### src/pkg/cra_pkg.sv
// Purpose: shared constants and types for the reflection amplitude bank
// Assumes: apb with 32-bit data, word-aligned registers, one clock
// Notes: register offsets are word indexes; byte address is index * 4
package cra_pkg;
  // bus geometry
  localparam int CRA_ADDR_W = 12;
  localparam int CRA_DATA_W = 32;
  localparam int CRA_IDX_W = 10;
  // amplitude field geometry
  localparam int CRA_AMP_W = 7;
  localparam int CRA_NUM_PEAKS = 14;
  localparam int CRA_NUM_PAIRS = 7;
  localparam int CRA_LO_LSB = 0;
  localparam int CRA_HI_LSB = 8;
  localparam int CRA_RSVD_LO_BIT = 7;
  localparam int CRA_RSVD_HI_BIT = 15;
  localparam logic [CRA_AMP_W-1:0] CRA_AMP_RESET = 7'h00;
  // register indexes (byte address is index shifted left by two)
  localparam logic [CRA_IDX_W-1:0] CRA_IDX_PAIR_1 = 10'h19a;
  localparam logic [CRA_IDX_W-1:0] CRA_IDX_PAIR_2 = 10'h19b;
  localparam logic [CRA_IDX_W-1:0] CRA_IDX_PAIR_3 = 10'h19c;
  localparam logic [CRA_IDX_W-1:0] CRA_IDX_PAIR_4 = 10'h19d;
  localparam logic [CRA_IDX_W-1:0] CRA_IDX_PAIR_5 = 10'h19e;
  localparam logic [CRA_IDX_W-1:0] CRA_IDX_PAIR_6 = 10'h19f;
  localparam logic [CRA_IDX_W-1:0] CRA_IDX_PAIR_7 = 10'h1a0;
  localparam logic [CRA_IDX_W-1:0] CRA_IDX_CTRL = 10'h1a8;
  localparam logic [CRA_IDX_W-1:0] CRA_IDX_CAPT = 10'h1a9;
  // control register layout
  localparam int CRA_CTRL_FREEZE_BIT = 0;
  localparam logic CRA_CTRL_RESET = 1'b0;
  localparam logic [CRA_NUM_PEAKS-1:0] CRA_CAPT_RESET = 14'h0000;
  localparam logic [CRA_DATA_W-1:0] CRA_WORD_ZERO = 32'h0000_0000;
  // engine to bank write port
  typedef struct packed {
    logic run_start;
    logic [CRA_NUM_PEAKS-1:0] strobe;
    logic [CRA_AMP_W-1:0] value;
  } cra_peak_wr_t;
  // apb answer sequencer
  typedef enum logic [1:0] {
    CRA_ST_IDLE = 2'b00,
    CRA_ST_RESP = 2'b01
  } cra_apb_state_t;
endpackage

### src/logic/cra_amp_field.sv
// Purpose: one 7-bit reflection amplitude holding register
// Assumes: capture and clear come from logic on pclk
// Notes: a capture in the same cycle as a clear wins
module cra_amp_field
  import cra_pkg::*;
(
  input wire logic pclk,
  input wire logic presetn,
  input wire logic clear,
  input wire logic capture,
  input wire logic [CRA_AMP_W-1:0] value,
  output logic [CRA_AMP_W-1:0] amp
);
  // new measurement beats the run clear so no peak is lost
  always_ff @(posedge pclk or negedge presetn) begin
    if (!presetn) begin
      amp <= CRA_AMP_RESET;
    end else if (capture) begin
      amp <= value;
    end else if (clear) begin
      amp <= CRA_AMP_RESET;
    end
  end
endmodule

### src/logic/cra_regs.sv
// Purpose: apb bank of reflection amplitude registers fed by the reflectometry engine
// Assumes: engine write port runs on pclk; apb master follows the apb protocol
// Notes: every apb access answers after one wait state
module cra_regs
  import cra_pkg::*;
(
  input wire logic pclk,
  input wire logic presetn,
  input wire logic psel,
  input wire logic penable,
  input wire logic pwrite,
  input wire logic [CRA_ADDR_W-1:0] paddr,
  input wire logic [CRA_DATA_W-1:0] pwdata,
  input wire logic [3:0] pstrb,
  input wire logic [2:0] pprot,
  input wire cra_peak_wr_t peak_wr,
  output logic [CRA_DATA_W-1:0] prdata,
  output logic pready,
  output logic pslverr,
  output logic freeze
);
  cra_apb_state_t state;
  cra_apb_state_t next_state;
  logic [CRA_AMP_W-1:0] amp [CRA_NUM_PEAKS];
  logic [CRA_NUM_PEAKS-1:0] captured;
  logic [CRA_NUM_PEAKS-1:0] next_captured;
  logic [CRA_DATA_W-1:0] pair_word [CRA_NUM_PAIRS];
  logic [CRA_DATA_W-1:0] read_word;
  logic read_hit;

  // address decode: only aligned words map, the rest answer with pslverr
  wire [CRA_IDX_W-1:0] acc_idx = paddr[CRA_ADDR_W-1:2];
  wire acc_aligned = (paddr[1:0] == 2'b00);
  wire acc_pair = acc_aligned && (acc_idx >= CRA_IDX_PAIR_1) && (acc_idx <= CRA_IDX_PAIR_7);
  wire [CRA_IDX_W-1:0] pair_off = acc_idx - CRA_IDX_PAIR_1;
  wire [2:0] pair_sel = pair_off[2:0];
  wire acc_ctrl = acc_aligned && (acc_idx == CRA_IDX_CTRL);
  wire acc_capt = acc_aligned && (acc_idx == CRA_IDX_CAPT);
  wire acc_start = psel && penable && (state == CRA_ST_IDLE);
  wire acc_done = psel && penable && pready;
  // writes only ever land in the control word; amplitude words drop them
  wire ctrl_we = acc_done && pwrite && acc_ctrl && pstrb[0];
  wire next_freeze = ctrl_we ? pwdata[CRA_CTRL_FREEZE_BIT] : freeze;
  // freeze lets software read a stable snapshot while the engine keeps running
  wire cap_en = !freeze;
  wire run_clr = peak_wr.run_start && !freeze;
  wire [CRA_NUM_PEAKS-1:0] cap_vec = peak_wr.strobe & {CRA_NUM_PEAKS{cap_en}};

  // one holding register per peak; field k sits in pair k/2, half k%2
  genvar gk;
  generate
    for (gk = 0; gk < CRA_NUM_PEAKS; gk++) begin : g_peak
      cra_amp_field u_field (
        .pclk(pclk),
        .presetn(presetn),
        .clear(run_clr),
        .capture(cap_vec[gk]),
        .value(peak_wr.value),
        .amp(amp[gk])
      );
    end
  endgenerate

  // pair words: reserved bits and upper half tied low
  genvar gr;
  generate
    for (gr = 0; gr < CRA_NUM_PAIRS; gr++) begin : g_pair
      assign pair_word[gr] = {16'h0000, 1'b0, amp[2*gr+1], 1'b0, amp[2*gr]};
    end
  endgenerate

  // captured-peak map: set wins over the run clear
  assign next_captured = (run_clr ? CRA_CAPT_RESET : captured) | cap_vec;

  // read selection
  always_comb begin
    read_word = CRA_WORD_ZERO;
    read_hit = 1'b1;
    if (acc_pair) begin
      read_word = pair_word[pair_sel];
    end else if (acc_ctrl) begin
      read_word = {{(CRA_DATA_W-1){1'b0}}, freeze};
    end else if (acc_capt) begin
      read_word = {{(CRA_DATA_W-CRA_NUM_PEAKS){1'b0}}, captured};
    end else begin
      read_hit = 1'b0;
    end
  end

  // answer sequencer: one wait cycle, then pready for one cycle
  always_comb begin
    next_state = state;
    case (state)
      CRA_ST_IDLE: begin
        if (acc_start) begin
          next_state = CRA_ST_RESP;
        end
      end
      CRA_ST_RESP: begin
        next_state = CRA_ST_IDLE;
      end
      default: begin
        next_state = CRA_ST_IDLE;
      end
    endcase
  end

  always_ff @(posedge pclk or negedge presetn) begin
    if (!presetn) begin
      state <= CRA_ST_IDLE;
    end else begin
      state <= next_state;
    end
  end

  // bus outputs come from flops; prdata returns zero on writes
  always_ff @(posedge pclk or negedge presetn) begin
    if (!presetn) begin
      pready <= 1'b0;
      pslverr <= 1'b0;
      prdata <= CRA_WORD_ZERO;
    end else begin
      pready <= acc_start;
      pslverr <= acc_start && !read_hit;
      prdata <= (acc_start && !pwrite) ? read_word : CRA_WORD_ZERO;
    end
  end

  // control and capture state
  always_ff @(posedge pclk or negedge presetn) begin
    if (!presetn) begin
      freeze <= CRA_CTRL_RESET;
      captured <= CRA_CAPT_RESET;
    end else begin
      freeze <= next_freeze;
      captured <= next_captured;
    end
  end

  wire rd_done = acc_done && !pwrite;
  wire quiet = (peak_wr.strobe == 14'h0000) && !peak_wr.run_start;
endmodule

### config.mk
export PLATFORM = sky130hd
export DESIGN_NAME = cra_regs
export DESIGN_NICKNAME = d
export VERILOG_FILES = /design/src/pkg/cra_pkg.sv /design/src/logic/cra_amp_field.sv /design/src/logic/cra_regs.sv
export SDC_FILE = /design/constraint.sdc
export NUM_CORES = 1
export LEC_CHECK = 0
export BUFFER_PORTS_ARGS = -buffer_cell sky130_fd_sc_hd__buf_2
export CORE_ASPECT_RATIO = 2
export CORE_MARGIN = 5
export CORE_UTILIZATION = 40
export DETAILED_ROUTE_END_ITERATION = 10
export RECOVER_POWER = 100
export SETUP_SLACK_MARGIN = 0.05
export SYNTH_ARGS = -nofsm -noshare
export SYNTH_HDL_FRONTEND = slang
export SYNTH_HIERARCHICAL = 1
export SYNTH_SLANG_ARGS = --single-unit
### constraint.sdc
create_clock -name pclk -period 7.2 [get_ports pclk]
set_input_delay 0.36 -clock pclk [delete_from_list [all_inputs] [get_ports pclk]]
set_output_delay 0.36 -clock pclk [all_outputs]
set_load 0.005 [all_outputs]
==> results of run 1 <==
-- through the flow --
| stage | util, % | setup slack [ns] |
|---|---|---|
| after detailed placement | 42.3 | 4.23 |
| after CTS | 46.6 | 4.22 |
| after global routing | 44.8 | 3.10 |
| final | 44.8 | 3.47 |
| after global placement | 42.3 | 4.23 |
| after floorplan | - | 4.51 |
-- worst max-delay path: stages --
cell and delay [ns]:
clkbuf_1 0.67, nor3_1 0.44, nand4_2 0.18, nor4b_1 1.98, a22o_1 0.42
-- cell usage in the layout (no fill, tap or decap), types with 13 or more instances in the layout --
cell type	n
dfrtp_1	131
a22o_1	107
buf_2	43
nor2_1	40
conb_1	17
clkbuf_16	17
clkbuf_1	17
nor2b_1	15
mux4_2	14
a21o_1	14
mux2_2	13
-- layout make-up --
type                       count  area (um^2)
clock buffer                  18          429
timing repair buffer          62          300
fill                        1363         8220
inverter                       6         22.5
sequential                   131         3280
clock inverter                14          204
multi-input combinational    262         2200
tap                          195          244
-- flip-flops by register name (all words and copies together), names as in the netlist --
register,flops
freeze,1
state,1
prdata,15
pslverr,1
captured,14
pready,1
g_peak.u_field/amp,98
-- kinds of logic (layout without fill, tap and decap cells) --
logic type,Yosys count,in the layout,share of synthesized area (%)
AO/OA/AOI/OAI,142,142,20.4
flip-flops,131,131,54.0
AND/OR/NAND/NOR,72,72,10.4
buffers and inverters,51,100,6.74
multiplexers,30,30,8.18
adder cells (fa/ha/maj),1,1,0.206
other,1,17,0.0618
-- Yosys cell counts (all sizes together) --
cell     instances  area share (%)
conb             1           0.062
or2              1            0.10
mux2            14             2.7
a21o            14             1.7
dfrtp          131              54
buf             40             6.1
inv              6            0.37
o32a             1            0.16
clkbuf           5            0.31
and2             1            0.10
o211a            1            0.16
nor2            40             6.2
and3             1            0.10
nand2b           2            0.21
o221ai           1            0.14
ha               1            0.21
a22o           110              16
o211ai           1            0.12
a2bb2oi          1            0.14
and4b            1            0.16
nor3             4            0.60
a221oi          13             2.0
mux4            14             5.2
nor2b           15             1.5
nor4b            3            0.93
nand4b           1            0.14
nand4            1            0.21
mux2i            2            0.33
nand2            2            0.12
-- per-layer routing --
metal | up-vias | wire length (um) | share of wire [%]
li1 | 1709 | - | -
met1 | 2017 | 5910 | 38
met2 | 119 | 8290 | 54
met3 | 32 | 634 | 4.1
met4 | 0 | 558 | 3.6
met5 | - | 0 | 0
-- power by group --
part | total, mW | switching, mW | internal (mW)
registers | 0.808 | 0.0256 | 0.783
clock network | 0.926 | 0.342 | 0.584
logic | 0.188 | 0.108 | 0.0793
total | 1.92 | 0.476 | 1.45
-- worst max-delay path by stage --
stage                     cells past startpoint                         to  startpoint
after CTS                                     5   g_peak[4].u_field/amp[3]      freeze
after floorplan                               5   g_peak[0].u_field/amp[0]      freeze
after global routing                          3  g_peak[13].u_field/amp[2]     presetn
final                                         5                  prdata[2]    paddr[3]
after global placement                        7                  prdata[0]    paddr[3]
after detailed placement                      5   g_peak[0].u_field/amp[6]      freeze
==> impl_results.md, run 1 <==
- Final hold violation count: 0
- Die area: 17900 um^2
- Clock latency on the worst-skew pair: 0.42 ns
- DRT antenna net count: 0
- I/O Buffers: 58
- Total Power: 1.92 mW
- Final #Nets: 559
- Flops & latches, synth: 131
- Vias: a little under 4000
- Largest net degree at the start of global routing: 85
- Total negative slack: 0 ns
- GR Layer Usage met3: around 3.4%
- Pwr dens: 288 nW/um^2
- Placed inst area: ~6300 um^2
- Wire per inst: 22.4 um
- Failing checks: max-capacitance violations, max-slew violations
- Met2 Use GR: 32.4%
- CTS sink cnt: 131
- Worst-case reg-to-reg path depth: 3
- Final Instance Area: about 6700 um^2
- WHS Path Cells: 2
- Hold WS: roughly 0.18 ns
- Max-slew violations: 95
- CTS clk-pin slew, worst paths: 0.06 ns
- Fin cells: 688
- RSZ-0062 raised after global routing: no
- Die H: approximately 180 um
- First-pass DRT Iterations: 4
- Syn. warnings: 6
- Startpoint types: primary input
- Cells after synthesis: 428
- Hold Crit Start: pwrite
- Die W: 97.1 um
- DR iter-0 viols: 192
- Slew HR: -71.5%
- GR Overflow Total: 0
- Post-CTS setup buffer count: 0
- Vias in the first global route: between 4000 and 5000
- GR Util met1: 19.5%
- DRC viols: 0
- First-pass GRT wire length: 24500 um
- Worst Tran Pin Value: 2.57 ns
- Synth cell types: 38
- H-tree depth: 4
- WL final: 15400 um
- Leak: 3.11 nW
- FF-to-FF Start: state[0]
- Post-route clock period utilization: 51.8%
- Maximum root-to-sink buffer count: 2
- Reg2reg setup slack: 3.95 ns
- Number of diodes: 0
- Worst vdd rail ir drop: 0.000125 V
- Crit path max fanout: 31
- Top-level port count: roughly 110
- Placed wire-length estimate: 10600 um
- Hold EP: prdata[0]
- Data required, critical path: 7.54 ns
- Fin crit period: 3.73 ns
- Max Cap Viol: 3
- Vias per inst: 5.64
- Hold buffer count at CTS: 1
- Clock Skew: 0.00607 ns
- Initial antenna violation count: 0
- Num CTS Buffers: 17
- Ratio of cells with drive above 1 in the final layout: 22.7%
- Syn Std Cell Area: 6070 um^2
- Critical path arrival: approximately 4 ns
- GRT Total Usage: 17.8%
- # rows: 63
- Placed cell count: 655
- Core area: ~15000 um^2
- Post-cts resize count: 0
- Setup violators final: 0
- Synth-to-Final Area Change: 10.0%
- Root Driver: clkbuf_16
- CTS tree: yes
- Initial core utilization: 40.8%
- Seq/Total Area, Yosys: a little over half
- Setup CP Type: primary input to flop
- Fmax: 268 MHz
- CP Capture Type: flop
- Status: complete, but fails checks
- HP Class: primary input to flop
- Most used routing layer: met2
- FF-to-FF End: prdata[2]
- Gpl congestion: 0.799
- Syn Area/Cell: 14.2 um^2
No activity file was read; power rests on OpenSTA's default activity.
==> run 2, diff against run 1 <==
==> constraint.sdc (replaced) <==
create_clock -name pclk -period 3.7 [get_ports pclk]
set_input_delay 0.185 -clock pclk [delete_from_list [all_inputs] [get_ports pclk]]
set_output_delay 0.185 -clock pclk [all_outputs]
set_load 0.005 [all_outputs]
==> run 2 against run 1 <==
Against the previous run: the flow still finishes with violations (max-capacitance violations, max-slew violations); via count fell by 2.3%; critical endpoint is now g_peak[2].u_field/amp[1]; clock-buffer cell count is the same; critical path type is now flop to flop; worst setup slack lost 2.5 ns; sequential power increased by 94%; final cell count is 0.73% higher; core utilization rose by 0.50 points; cell area rose by 1.1%; clock skew rose by 0.0030 ns.
==> impl_results.md, run 2 (synthesized netlist as in run 1, its figures left out) <==
- Die area: 17900 um^2 (unchanged)
- HP Class: primary input to flop
- Combinational share of power: 9.9% (about the same)
- Fmax: between 300 and 400 MHz
- DR iter-0 viols: 244 (+27%)
- Pwr dens: 552 nW/um^2 (+92%)
- Final #Nets: 564 (+0.89%)
- GRT Total Usage: 17.7% (-0.058 points)
- Pint: 2.82 mW (+95%)
- # rows: 63 (unchanged)
- Fin cells: 693 (+0.73%)
- Num CTS Buffers: 17 (unchanged)
- Synth-to-Final Area Change: 11.3%
- Initial antenna violation count: 0 (unchanged)
- Max-slew violations: 14 (-85%)
- Hold WS: 0.00475 ns (-0.176 ns)
- Post-route setup slack: 0.930 ns (-2.54 ns)
- Status: complete, but fails checks
- Setup CP Type: flop to flop
- CTS tree: yes
- Failing checks: max-capacitance violations, max-slew violations
- Crit path max fanout: 18 (-42%)
- Vias per inst: 5.46 (-3.0%)
- DRC viols: 0 (unchanged)
- Sw Ratio: 24.3% (-0.42 points)
- Worst vdd rail ir drop: 0.000282 V (+130%)
- WL final: 15000 um (-2.3%)
- Final hold violation count: 0 (unchanged)
- CTS sink cnt: 131 (unchanged)
- Final Instance Area: 6760 um^2 (+1.1%)
- Seq pwr share: 42.2% (about the same)
- Worst Tran Pin Value: 1.64 ns (-0.928 ns)
- Gpl congestion: 0.837 (+4.8%)
- Final core occ: 45.3% (+0.50 points)
- RSZ-0062 raised after global routing: no
- Commonest non-fill, non-tap cell in the layout: dfrtp_1
- Placed cell count: 660 (+0.76%)
- Clock latency on the worst-skew pair: 0.41 ns (about the same)
- Highest metal layer with signal wires: met4
- WL met2: 7960 um (-4.0%)
- Routed length on met1: 5740 um (-3.0%)
- Total negative slack: 0 ns (unchanged)
- Die H: 184 um (unchanged)
- Wire per inst: 21.7 um (-3.0%)
- Initial core utilization: 40.8% (unchanged)
- CTS clk-pin slew, worst paths: 0.06 ns (about the same)
- Top flop regs: g_peak.u_field/amp (98), prdata (15), captured (14)
- Total Power: 3.73 mW (+94%)
- CP Capture Type: flop
- Post-route clock period utilization: 74.9%
- GR Overflow Total: 0 (unchanged)
- Post-cts resize count: 0 (unchanged)
- First-pass DRT Iterations: 4 (unchanged)
- Clock Skew: 0.00907 ns (+0.00299 ns)
- Largest net degree at the start of global routing: 62 (-27%)
- Number of diodes: 0 (unchanged)
- Critical path arrival: 3.11 ns (-0.96 ns)
- Max reg flops: 98 (unchanged)
- Setup violators final: 0 (unchanged)
- Met3 WL: 733 um (+16%)
- Leak: 3.15 nW (+1.2%)
- Vias: 3787 (-2.3%)
- Setup slack at placement: 1.25 ns (-2.98 ns)
- Core area: 14900 um^2 (unchanged)
- Data required, critical path: 4.04 ns (-3.50 ns)
- Top-level port count: 113 (unchanged)
- Die W: 97.1 um (unchanged)
- Slew HR: -10.5% (+61 points)
- Clock Power Share: 47.9% (-0.3 points)
- Placed inst area: 6350 um^2 (+0.79%)
- Maximum root-to-sink buffer count: 2 (unchanged)
- Startpoint types: flop
- Fin crit period: 2.77 ns
- DRT antenna net count: 0 (unchanged)
- Placed wire-length estimate: 10700 um (+0.95%)
- I/O Buffers: 58 (unchanged)
- Ratio of cells with drive above 1 in the final layout: 23.9% (+1.2 points)
- NetSw: 0.907 mW (+91%)
- Largest Register: g_peak.u_field/amp
- Vias in the first global route: 4161 (-1.8%)
- H-tree depth: 4 (unchanged)
- Commonest cells after routing, fill and taps aside: dfrtp_1, a22o_1, buf_2
- First-pass GRT wire length: 24500 um (unchanged)
- Root Driver: clkbuf_16
- Max Cap Viol: 1 (-2)
run 2: cell types whose count changed in the layout (fill, tap and decap cells not counted), moves of 2 or more:
cell	delta
nor2_8	+3
nor3_1	+2
nor2_1	-3
clkbuf_2	+3
buf_4	+2
run 2: worst max-delay path, stage by stage (launching register included):
cell and delay, ns:
dfrtp_1 0.83, nand2b_1 0.19, clkbuf_1 0.65, inv_2 0.16, buf_12 0.21, nor2_1 0.43
a22o_1 0.21
run 2: path summary, 6_finish.rpt:
path / from / end / slack (ns) / depth (start not counted)
max reg2reg: freeze / g_peak[2].u_field/amp[1] / 0.93 / 6
min in group asynchronous: presetn / g_peak[4].u_field/amp[5] / 0.66 / 2
max: freeze / g_peak[2].u_field/amp[1] / 0.93 / 6
min: pwrite / prdata[0] / 0.005 / 2
min reg2reg: captured[5] / captured[5] / 0.48 / 1
max in group asynchronous: presetn / prdata[1] / 1.38 / 3
run 2: repair_timing:
item | in CTS | in global routing
setup buffers | 0 | 0
hold buffers | 1 | 0
hold endpoints to repair | 59 | 0
run 2: layout make-up:
| class | count | area [um^2] |
|---|---|---|
| Fill cell | 1354 | 8140 |
| Tap cell | 195 | 244 |
| Clock inverter | 14 | 201 |
| Inverter | 6 | 22.5 |
| Sequential cell | 131 | 3280 |
| Multi-Input combinational cell | 262 | 2230 |
| Timing Repair Buffer | 67 | 345 |
| Clock buffer | 18 | 429 |
run 2: power by group through the flow:
stage	clock network (mW)	logic [mW]	registers (mW)
floorplan	0	0.290	1.58
global placement	0	0.395	1.59
detailed placement	0	0.403	1.60
CTS	1.81	0.405	1.57
global route	1.88	0.411	1.58
finish	1.79	0.371	1.57
run 2: layer usage:
layer | up-vias | track usage, %
met5 | - | 0
met4 | 0 | 9.06
met3 | 21 | 3.64
met2 | 123 | 30.7
met1 | 1923 | 20.6
li1 | 1720 | -
